`src/rtl/bw_limit_pkg.sv`:
```
package bw_limit_pkg;

   // ----------------------------------------
   // Register map
   // ----------------------------------------
   localparam logic [7:0] RX_THR_LOW_OFS = 8'h31;
   localparam logic [7:0] MIX_THR_LOW_OFS = 8'h32;
   localparam logic [7:0] LIMIT_EN_OFS = 8'h33;
   localparam logic [15:0] RX_THR_LOW_RST = 16'h0000;
   localparam logic [15:0] MIX_THR_LOW_RST = 16'h0000;
   localparam logic [15:0] LIMIT_EN_RST = 16'h0000;

   // ----------------------------------------
   // Field positions
   // ----------------------------------------
   localparam int PORTS = 6;
   localparam int NIBBLE_W = 4;
   localparam int THR_HI_W = 7;
   localparam int THR_W = 11;
   localparam int RATE_ZERO_W = 6;
   localparam int RATE_W = THR_W + RATE_ZERO_W;
   localparam int MIX_RX_P4_LSB = 0;
   localparam int MIX_RX_P5_LSB = 4;
   localparam int MIX_TX_P0_LSB = 8;
   localparam int MIX_TX_P1_LSB = 12;
   localparam int EN_PCS_CLK_INV_BIT = 15;
   localparam int EN_CRS_CHECK_OFF_BIT = 14;
   localparam int EN_NEW_SCHEME_BIT = 12;
   localparam int TX_EN_POS [PORTS] = '{1, 3, 5, 9, 10, 11};
   localparam int RX_EN_POS [PORTS] = '{0, 2, 4, 6, 7, 8};

   // ----------------------------------------
   // Timing
   // ----------------------------------------
   localparam int CLK_HZ = 25_000_000;
   localparam int KILO = 1000;
   localparam int BITS_PER_BYTE = 8;
   // Credit units per bit: rate in kbit/s is added once per clock
   localparam int BIT_COST = CLK_HZ / KILO;
   localparam int BYTE_COST = BITS_PER_BYTE * BIT_COST;
   localparam int CREDIT_W = 28;

   typedef enum logic [0:0] {
      METER_IDLE = 1'b0,
      METER_RUN = 1'b1
   } meter_state_t;

endpackage : bw_limit_pkg

```
`src/rtl/port_bandwidth_limit_config.sv`:
```
// Operation
// Register 0x31 holds rx threshold low nibbles, port n at bits 4n+3:4n.
// Register 0x32 holds tx low nibbles ports 1,0 and rx ports 5,4.
// Transmit limit is threshold fields highest first, then six zeros, in kbit/s.
// Receive limit is threshold fields highest first, then six zeros, in kbit/s.
// Tx enables: ports 5,4,3 bits 11,10,9; ports 2,1,0 bits 5,3,1.
// Rx enables: ports 5,4,3 bits 8,7,6; ports 2,1,0 bits 4,2,0.
// Enable register bit 12 selects the new bandwidth control scheme.
// Enable register bit 14 set disables the carrier-sense length check.
// Enable register bit 15 set inverts the port 4 PCS clock.
// Threshold bits 10:4 come from extended registers; thresholds are eleven bits.
// Enabled direction is held at or below its limit; disabled means no limiting.
`timescale 1ns/100ps
module port_bandwidth_limit_config #(
   parameter int PORTS = bw_limit_pkg::PORTS,
   parameter int RATE_W = bw_limit_pkg::RATE_W,
   parameter int THR_HI_W = bw_limit_pkg::THR_HI_W
) (
   input wire logic mclk,
   input wire logic rstn,
   input wire logic [7:0] reg_addr,
   input wire logic reg_wr,
   input wire logic reg_rd,
   input wire logic [15:0] reg_wdata,
   output logic [15:0] reg_rdata,
   input wire logic [PORTS*THR_HI_W-1:0] ext_rx_thr_hi,
   input wire logic [PORTS*THR_HI_W-1:0] ext_tx_thr_hi,
   input wire logic [(PORTS-2)*bw_limit_pkg::NIBBLE_W-1:0] ext_tx_thr_low,
   input wire logic [PORTS-1:0] rx_byte_pass,
   input wire logic [PORTS-1:0] tx_byte_pass,
   output logic [PORTS*RATE_W-1:0] rx_rate_limit,
   output logic [PORTS*RATE_W-1:0] tx_rate_limit,
   output logic [PORTS-1:0] rx_limit_enable,
   output logic [PORTS-1:0] tx_limit_enable,
   output logic new_rate_scheme_enable,
   output logic carrier_length_check_disable,
   output logic port4_pcs_clock_invert,
   output logic [PORTS-1:0] rx_allow,
   output logic [PORTS-1:0] tx_allow
);

   localparam int NW = bw_limit_pkg::NIBBLE_W;

   // Register selected by an offset; every other offset selects none
   typedef enum logic [1:0] {
      SEL_NONE = 2'h0,
      SEL_RX_LOW = 2'h1,
      SEL_MIX_LOW = 2'h2,
      SEL_ENABLE = 2'h3
   } reg_sel_t;

   logic [15:0] rx_thr_low_reg;
   logic [15:0] mix_thr_low_reg;
   logic [15:0] limit_en_reg;
   logic [PORTS*NW-1:0] rx_low;
   logic [PORTS*NW-1:0] tx_low;
   logic [PORTS-1:0] rx_en;
   logic [PORTS-1:0] tx_en;

   // Build a rate from an eleven-bit threshold with six zero bits below
   function automatic logic [RATE_W-1:0] make_rate(
      input logic [THR_HI_W-1:0] hi,
      input logic [NW-1:0] lo
   );
      make_rate = {hi, lo, {bw_limit_pkg::RATE_ZERO_W{1'b0}}};
   endfunction : make_rate

   // One decode for writes and reads, so the two can never disagree on the map
   function automatic reg_sel_t reg_sel(input logic [7:0] addr);
      case (addr)
         bw_limit_pkg::RX_THR_LOW_OFS: reg_sel = SEL_RX_LOW;
         bw_limit_pkg::MIX_THR_LOW_OFS: reg_sel = SEL_MIX_LOW;
         bw_limit_pkg::LIMIT_EN_OFS: reg_sel = SEL_ENABLE;
         default: reg_sel = SEL_NONE;
      endcase
   endfunction : reg_sel

   // ----------------------------------------
   // Register writes
   // ----------------------------------------
   // Receive nibbles of ports 0 to 3; writes to unmapped offsets fall through
   always_ff @(posedge mclk) begin
      if (!rstn) begin
         rx_thr_low_reg <= bw_limit_pkg::RX_THR_LOW_RST;
      end else if (reg_wr && (reg_sel(reg_addr) == SEL_RX_LOW)) begin
         rx_thr_low_reg <= reg_wdata;
      end
   end

   // Transmit nibbles of ports 1 and 0, receive nibbles of ports 5 and 4
   always_ff @(posedge mclk) begin
      if (!rstn) begin
         mix_thr_low_reg <= bw_limit_pkg::MIX_THR_LOW_RST;
      end else if (reg_wr && (reg_sel(reg_addr) == SEL_MIX_LOW)) begin
         mix_thr_low_reg <= reg_wdata;
      end
   end

   // Enables and global bits; reserved bit 13 is kept as plain storage
   always_ff @(posedge mclk) begin
      if (!rstn) begin
         limit_en_reg <= bw_limit_pkg::LIMIT_EN_RST;
      end else if (reg_wr && (reg_sel(reg_addr) == SEL_ENABLE)) begin
         limit_en_reg <= reg_wdata;
      end
   end

   // ----------------------------------------
   // Register reads
   // ----------------------------------------
   // Data is held until the next read; unmapped offsets answer zero
   always_ff @(posedge mclk) begin
      if (!rstn) begin
         reg_rdata <= 16'h0000;
      end else if (reg_rd) begin
         case (reg_sel(reg_addr))
            SEL_RX_LOW: reg_rdata <= rx_thr_low_reg;
            SEL_MIX_LOW: reg_rdata <= mix_thr_low_reg;
            SEL_ENABLE: reg_rdata <= limit_en_reg;
            default: reg_rdata <= 16'h0000;
         endcase
      end
   end

   // ----------------------------------------
   // Field decode
   // ----------------------------------------
   // Receive nibbles: ports 0 to 3 from one register, ports 4 and 5 from the other
   always_comb begin
      rx_low = '0;
      rx_low[4*NW-1:0] = rx_thr_low_reg;
      rx_low[4*NW +: NW] = mix_thr_low_reg[bw_limit_pkg::MIX_RX_P4_LSB +: NW];
      rx_low[5*NW +: NW] = mix_thr_low_reg[bw_limit_pkg::MIX_RX_P5_LSB +: NW];
   end

   // Transmit nibbles: ports 0 and 1 here, ports 2 to 5 kept in extended space
   always_comb begin
      tx_low = '0;
      tx_low[0 +: NW] = mix_thr_low_reg[bw_limit_pkg::MIX_TX_P0_LSB +: NW];
      tx_low[NW +: NW] = mix_thr_low_reg[bw_limit_pkg::MIX_TX_P1_LSB +: NW];
      tx_low[PORTS*NW-1:2*NW] = ext_tx_thr_low;
   end

   // Enable bits are interleaved in the register; gather them per port
   always_comb begin
      rx_en = '0;
      tx_en = '0;
      for (int p = 0; p < PORTS; p++) begin
         rx_en[p] = limit_en_reg[bw_limit_pkg::RX_EN_POS[p]];
         tx_en[p] = limit_en_reg[bw_limit_pkg::TX_EN_POS[p]];
      end
   end

   // ----------------------------------------
   // Registered configuration outputs
   // ----------------------------------------
   // Rates; a one-cycle lag after a write keeps every output on a flop
   always_ff @(posedge mclk) begin
      if (!rstn) begin
         rx_rate_limit <= '0;
         tx_rate_limit <= '0;
      end else begin
         for (int p = 0; p < PORTS; p++) begin
            rx_rate_limit[p*RATE_W +: RATE_W] <=
               make_rate(ext_rx_thr_hi[p*THR_HI_W +: THR_HI_W], rx_low[p*NW +: NW]);
            tx_rate_limit[p*RATE_W +: RATE_W] <=
               make_rate(ext_tx_thr_hi[p*THR_HI_W +: THR_HI_W], tx_low[p*NW +: NW]);
         end
      end
   end

   // Per-port enables, same lag as the rates so both change together
   always_ff @(posedge mclk) begin
      if (!rstn) begin
         rx_limit_enable <= '0;
         tx_limit_enable <= '0;
      end else begin
         rx_limit_enable <= rx_en;
         tx_limit_enable <= tx_en;
      end
   end

   // Global control bits
   always_ff @(posedge mclk) begin
      if (!rstn) begin
         new_rate_scheme_enable <= 1'b0;
         carrier_length_check_disable <= 1'b0;
         port4_pcs_clock_invert <= 1'b0;
      end else begin
         new_rate_scheme_enable <= limit_en_reg[bw_limit_pkg::EN_NEW_SCHEME_BIT];
         carrier_length_check_disable <= limit_en_reg[bw_limit_pkg::EN_CRS_CHECK_OFF_BIT];
         port4_pcs_clock_invert <= limit_en_reg[bw_limit_pkg::EN_PCS_CLK_INV_BIT];
      end
   end

   // ----------------------------------------
   // Rate meters
   // ----------------------------------------
   // One meter per port and direction, fed from the registered limits
   // Debt has no floor: bytes forced through while blocked keep deepening it,
   // and a long enough run of them would wrap the credit counter
   for (genvar g = 0; g < PORTS; g++) begin : g_meter
      rate_meter #(
         .RATE_W(RATE_W)
      ) u_rx_meter (
         .mclk(mclk),
         .rstn(rstn),
         .enable(rx_limit_enable[g]),
         .rate_kbps(rx_rate_limit[g*RATE_W +: RATE_W]),
         .byte_pass(rx_byte_pass[g]),
         .allow(rx_allow[g])
      );
      rate_meter #(
         .RATE_W(RATE_W)
      ) u_tx_meter (
         .mclk(mclk),
         .rstn(rstn),
         .enable(tx_limit_enable[g]),
         .rate_kbps(tx_rate_limit[g*RATE_W +: RATE_W]),
         .byte_pass(tx_byte_pass[g]),
         .allow(tx_allow[g])
      );
   end

endmodule : port_bandwidth_limit_config

```
`src/rtl/rate_meter.sv`:
```
`timescale 1ns/100ps
module rate_meter #(
   parameter int RATE_W = bw_limit_pkg::RATE_W,
   parameter int CREDIT_W = bw_limit_pkg::CREDIT_W,
   parameter int BURST_CREDIT = 4 * bw_limit_pkg::BYTE_COST * 64
) (
   input wire logic mclk,
   input wire logic rstn,
   input wire logic enable,
   input wire logic [RATE_W-1:0] rate_kbps,
   input wire logic byte_pass,
   output logic allow
);

   localparam logic signed [CREDIT_W-1:0] CAP = CREDIT_W'(BURST_CREDIT);
   localparam logic signed [CREDIT_W-1:0] COST = CREDIT_W'(bw_limit_pkg::BYTE_COST);

   bw_limit_pkg::meter_state_t state_reg;
   logic signed [CREDIT_W-1:0] credit_reg;
   logic signed [CREDIT_W-1:0] credit_next;

   // ----------------------------------------
   // Credit bucket
   // ----------------------------------------
   // Refill by the rate each clock, drain per byte; capped to bound bursts
   always_comb begin
      credit_next = credit_reg;
      if (credit_reg < CAP) begin
         credit_next = credit_next + CREDIT_W'(rate_kbps);
      end
      if (byte_pass) begin
         credit_next = credit_next - COST;
      end
   end

   // Meter runs only while limiting is on; off clears any debt
   always_ff @(posedge mclk) begin
      if (!rstn) begin
         state_reg <= bw_limit_pkg::METER_IDLE;
         credit_reg <= '0;
      end else begin
         case (state_reg)
            bw_limit_pkg::METER_IDLE: begin
               credit_reg <= '0;
               if (enable) begin
                  state_reg <= bw_limit_pkg::METER_RUN;
               end
            end
            bw_limit_pkg::METER_RUN: begin
               credit_reg <= credit_next;
               if (!enable) begin
                  state_reg <= bw_limit_pkg::METER_IDLE;
               end
            end
            default: begin
               state_reg <= bw_limit_pkg::METER_IDLE;
               credit_reg <= '0;
            end
         endcase
      end
   end

   // Traffic may pass unless the bucket is in debt while limiting
   always_ff @(posedge mclk) begin
      if (!rstn) begin
         allow <= 1'b1;
      end else begin
         allow <= !enable || (credit_next >= 0);
      end
   end

endmodule : rate_meter

```
`config.mk`:
```
export PLATFORM = sky130hd
export DESIGN_NAME = port_bandwidth_limit_config
export DESIGN_NICKNAME = d
export VERILOG_FILES = /design/src/rtl/bw_limit_pkg.sv /design/src/rtl/port_bandwidth_limit_config.sv /design/src/rtl/rate_meter.sv
export SDC_FILE = /design/constraint.sdc
export NUM_CORES = 1
export LEC_CHECK = 0
export ABC_AREA = 0
export BUFFER_PORTS_ARGS = -buffer_cell sky130_fd_sc_hd__buf_2
export CELL_PAD_IN_SITES_DETAIL_PLACEMENT = 0
export CELL_PAD_IN_SITES_GLOBAL_PLACEMENT = 1
export CORE_ASPECT_RATIO = 0.75
export CORE_UTILIZATION = 45
export DETAILED_ROUTE_END_ITERATION = 6
export PLACE_DENSITY = 0.82
export SLEW_MARGIN = 15
export SYNTH_ARGS = -nofsm -noshare
export SYNTH_HDL_FRONTEND = slang
export SYNTH_SLANG_ARGS = --single-unit
```
`constraint.sdc`:
```
create_clock -name mclk -period 3.8 [get_ports mclk]
set_input_delay 0.19 -clock mclk [delete_from_list [all_inputs] [get_ports mclk]]
set_output_delay 0.19 -clock mclk [all_outputs]
set_load 0.02 [all_outputs]
```
### Word level (Yosys, flattened, before mapping)

Index checks and enable logic that the tools add are counted.

* add/subtract/negate cells: 24
* multipliers: 0
* divide/modulo/power cells: 0
* order comparisons: 24
* equality and inequality tests: 9
* shifts and indexed selects: 0
* multiplexer cells: 53
* bitwise gates (word level): 12
* reduce and logical (&&, ||, !) cells: 27

Operators with widths (number)
* $mux W28: 24
* $pmux W28 S2: 12
* $add A28 B17 Y28: 12
* $ge A28 B1 Y1 const B: 12
* $lt A28 B27 Y1 const B: 12
* $sub A28 B19 Y28 const B: 12
* $pmux W16 S3: 1
* $eq A8 B6 Y1 const B: 3
* $logic_not A1 Y1: 12
* $logic_or A1 B1 Y1: 12
* $mux W1: 12
* $not A1 Y1: 12
* $eq A2 B2 Y1 const B: 4
* $mux W2: 3
* $pmux W2 S3: 1
* $eq A2 B1 Y1 const B: 2
* $logic_and A1 B1 Y1: 3

* flip-flop bits (word level): 643
* bits in latches: 0
* memory bits (writable): 0
* ROM bits: 0
* input port bits: 140
* output and inout port bits: 247
* logic and storage cells: 198
* memories kept: 0

### Depth between registers and ports, before layout

* depth in word-level cells: 6
* depth in mapped cells: 16
* depth with buffers taken out: 14

### By module

A second synthesis with hierarchy kept.

* cell total of the unflattened synthesis: 5326
* area total of the unflattened synthesis: 43925.9 µm²

By module, submodules not included
* rate_meter (g_meter[0].u_rx_meter ...): instances 8, cells each 389, area an instance 3044.2 µm², seq. area each 600.6 µm²
* rate_meter (g_meter[4].u_tx_meter ...): instances 3, cells each 387, area an instance 3089.2 µm², seq. area each 600.6 µm²
* port_bandwidth_limit_config: instances 1, cells each 648, area an instance 7223.2 µm², seq. area each 4224.1 µm²
* rate_meter (g_meter[0].u_tx_meter): instances 1, cells each 405, area an instance 3081.7 µm², seq. area each 600.6 µm²

### Least setup slack after synthesis

Ideal clock, no wire load.

* kind: register to register
* start: reg g_meter[3].u_rx_meter.credit_reg[19]
* end: reg g_meter[3].u_rx_meter.credit_reg[20]
* setup time: 0.071 ns
* arrival: 3.455 ns
* slack: 0.274 ns
* cell stages (with the launch flop): 15
* buffers on the path: 3
* path through: dfxtp_1 -> clkbuf_1 -> nand2_1 -> a21oi_1 -> o31ai_2 -> clkbuf_1 -> buf_1 -> mux2i_1 -> ha_1 -> o21ai_0 -> o21ai_0 -> a311oi_1 -> o21ai_0 -> a21o_1 -> a21oi_1

* longest elaborated chain between the ends: 5
* elaborated cells on any way between the ends: 6
* those cells by class: add/sub (2); order compare (1); mux (3)

Ends and longest elaborated chain
* start, declared: RTL line rate_meter.sv:19 `logic signed [CREDIT_W-1:0] credit_reg;`
* start signal, assigned: RTL line rate_meter.sv:50 `credit_reg <= credit_next;`
* $add A28 B17 Y28 or $lt A28 B27 Y1 (tied branches): RTL line rate_meter.sv:29, rate_meter.sv:28
* $mux W28 *: RTL line rate_meter.sv:28 `if (credit_reg < CAP) begin`
* $sub A28 B19 Y28: RTL line rate_meter.sv:32 `credit_next = credit_next - COST;`
* $mux W28 *: RTL line rate_meter.sv:31 `if (byte_pass) begin`
* $pmux W28 S2 *: RTL line rate_meter.sv:42 `case (state_reg)`

Mark *: on every way between the ends. The rest lies on a longest branch, timed or not.
A chain may end at the register's enable or synchronous reset.

### Worst setup path in the final report

* start: reg rx_rate_limit[91]
* end: reg g_meter[5].u_rx_meter.credit_reg[25]

* longest elaborated chain between the ends: 5

Ends and longest elaborated chain
* start, declared: RTL line port_bandwidth_limit_config.sv:31 `output logic [PORTS*RATE_W-1:0] rx_rate_limit,`
* start signal, assigned by index: RTL line port_bandwidth_limit_config.sv:164 `rx_rate_limit[p*RATE_W +: RATE_W] <=`
* $add A28 B17 Y28 *: RTL line rate_meter.sv:29 `credit_next = credit_next + CREDIT_W'(rate_kbps);`
* $mux W28 *: RTL line rate_meter.sv:28
* $sub A28 B19 Y28: RTL line rate_meter.sv:32
* $mux W28 *: RTL line rate_meter.sv:31
* $pmux W28 S2 *: RTL line rate_meter.sv:42
* end signal, assigned: RTL line rate_meter.sv:50
* end, declared: RTL line rate_meter.sv:19

Marked as above.

==> results.py <==
metrics = {
    "run_status": {
        "run_status": "finished, final reports clean",
    },
    "floorplan": {
        "std_cell_rows": 85,
        "core_area_um2": 72400,
        "die_h_um": 237,
        "effective_utilization_at_floorplan": 0.459,
        "die_footprint_um2": 75000,
        "die_width_um": 316,
        "design.portCount": 387,
    },
    "global_route": {
        "grt_pass1_wl_mm": 147,
        "maximum_number_of_pins_on_one_net_before_global_route_repair": 62,
        "grt_antenna_before_repair": 15,
        "grt_pass1_vias": 27800,
        "gr-total-overflow": 0,
        "grtUsageTotal": 0.237,
    },
    "route": {
        "route.detailed.wl_per_inst_um": 16.6,
        "postRouteAntennaNets": 0,
        "avgViaCountPerCell": 5.46,
        "postRouteWirelength_mm": 91.3,
        "drcViolationCount": 0,
        "starting_drt_drc_count": 2181,
        "firstDrtPassIters": 5,
        "vias": 30000,
    },
    "sta": {
        "finalHoldViolations": 0,
        "slew_headroom": 0.384,
        "maxSlewViolCount": 0,
        "fin_tns_setup_ns": 0,
        "final-setup-viol-count": 0,
        "fmaxAchievable_ghz": 0.279,
        "whs_ns": 0.0425,
        "grt_setup_unrepaired": "false",
        "final_min_period_over_clock_period": 0.942,
        "period_minus_slack_ns": 3.58,
        "finalClockSkew_ns": 0.0252,
        "timing_worst_slew_pin_value_ns": 0.921,
        "worst_slack_ns": 0.220,
    },
    "placement": {
        "rd_place_congestion": 0.898,
        "port_buffers": 314,
        "dp.final_hpwl_mm": 68.6,
        "placed_area_um2": 35600,
        "pre_cts_slack_ns": 0.237,
    },
    "yosys": {
        "synthesis.yosys.warnings": 0,
        "synth_enable_flop_cells": 0,
        "synth.area.top_cells": "dfxtp_1 (30%), xnor2_1 (6.8%), ha_1 (5.4%)",
        "most_frequent_cells_after_synthesis": "dfxtp_1 (499), nor2_1 (397), nand2_1 (316)",
        "synthArstFlopShare": 0,
        "yosys.cell_types.count": 108,
        "synthesis.area_per_instance_um2": 8.13,
        "netlist_area_um2": 33300,
        "synth.most_common_cell": "dfxtp_1",
        "postSynthCellCount": 4092,
        "synth_top_area_frac": 0.300,
        "post_synthesis_sequential_area_ratio": 0.300,
        "number_of_register_bits_inferred_by_synthesis": 499,
        "main_synth_ff_type": "dfxtp_1",
        "synth.largest_area_cell": "dfxtp_1",
    },
    "power": {
        "seq_power_share": 0.434,
        "netSwitchingFraction": 0.249,
        "cell_internal_pwr_mw": 9.23,
        "power.clock.fraction": 0.469,
        "reported_leakage_power_nw": 16.3,
        "power.density_nw_per_um2": 316,
        "combinationalPowerShare": 0.097,
        "ir_drop_uv": 367,
        "net_switching_power_mw": 3.07,
    },
    "clock_tree": {
        "cts_tree": "done",
        "cts_buffers": 55,
        "root_buffer": "clkbuf_16",
        "clkTransAtPathRegs_ns": 0.06,
        "clock-sinks": 499,
        "worstSkewPairLatency_ns": 0.64,
        "ctsLongestPathBuffers": 3,
        "cts-htree-levels": 2,
    },
    "worst_setup_path": {
        "critical_path_required_ns": 4.29,
        "slack_of_the_worst_reg_to_reg_path_ns": 0.22,
        "timing.critical_path.from_type": "flip-flop",
        "critical_path_class": "reg2reg",
        "critPathCaptureType": "flip-flop",
        "worst-path-max-fanout": 8,
        "arrival_ns": 4.07,
    },
    "hold_path": {
        "worstHoldPathType": "in2reg",
    },
    "finish": {
        "layout-area-overhead-vs-synth_pct": 17.0,
        "net_count_reported_at_finish": 4785,
        "post_route_cells_drive_above_1_share": 0.138,
        "finish.instance_area_um2": 38900,
    },
    "flow_run": {
        "maxCapViolCount": 0,
    },
}
final cells by class:
type	count	area [um2]
diodes	4	10.0
well taps	957	1200
clock buffers	79	1610
inverters	142	533
multi-input cells	3265	21800
repair buffers	526	3480
fillers	6838	33500
flip-flops and latches	499	9990
clock inverters	25	334
stage by stage:
stage / util / power, mW / instances
floorplan: - / 6.28 / 4163
global placement: 0.492 / 6.52 / 5262
detailed placement: 0.492 / 6.52 / 5262
CTS: 0.536 / 12.5 / 5492
global route: 0.537 / 12.8 / 5494
finish: 0.537 / 12.3 / 5497
power groups by stage:
stage	logic [mW]	registers (mW)	clock network (mW)
finish	1.20	5.33	5.77
detailed placement	1.07	5.45	0
global placement	1.07	5.45	0
floorplan	0.773	5.51	0
global route	1.31	5.34	6.18
CTS	1.18	5.33	5.95
what timing repair did:
item | CTS | global route
endpoints found under the hold margin | 187 | 0
gates resized for setup | 0 | 14
buffers inserted | 0 | 1
hold buffers | 126 | 0
setup endpoints to repair | 0 | 16
per-layer routing:
layer	global-route usage	wire length (um)	up-vias
met5	0	147	-
met4	0.0550	1770	24
met3	0.0496	6020	128
met2	0.337	36700	717
met1	0.360	46700	13900
li1	-	-	15200
cell usage in the layout, fill, tap and decap left out, types with 117 or more instances in the layout:
master         instances
xnor2_1              258
a21oi_1              225
o21ai_0              163
buf_2                313
nand2_1              316
dfxtp_1              499
and2_1               214
nand3_1              132
dlygate4sd3_1        126
ha_1                 144
inv_1                140
nor2_1               395
xor2_1               117
critical path: stages (launching register included):
cell,delay [ns]
dfxtp_1,0.37
ha_1,0.19
inv_1,0.06
fa_1,0.40
nor2b_1,0.14
o21ai_1,0.11
a21oi_1,0.25
or3_1,0.20
a31oi_2,0.20
or3b_2,0.53
o22a_1,0.30
a2111oi_4,0.45
xnor2_1,0.17
nor2_1,0.05
kinds of logic after synthesis:
kind of cell / count (synthesis) / synth area share
and+or+nand+nor: 1564 / 0.238
AOI/OAI and AO/OA: 956 / 0.200
DFF: 499 / 0.300
buffers and inverters: 399 / 0.0568
xor gates and xnor gates: 376 / 0.0992
adders and majority gates: 156 / 0.0614
muxes: 141 / 0.0439
other: 1 / 0.000113
final timing paths:
path                                         start                                   end  cells past startpoint
worst max-delay path             rx_rate_limit[91]  g_meter[5].u_rx_meter.credit_reg[25]                     13
worst min-delay path                          rstn                    mix_thr_low_reg[2]                      2
worst max register to register   rx_rate_limit[91]  g_meter[5].u_rx_meter.credit_reg[25]                     13
worst min register to register  mix_thr_low_reg[9]                    mix_thr_low_reg[9]                      2
(Power assumes the default switching activity.)
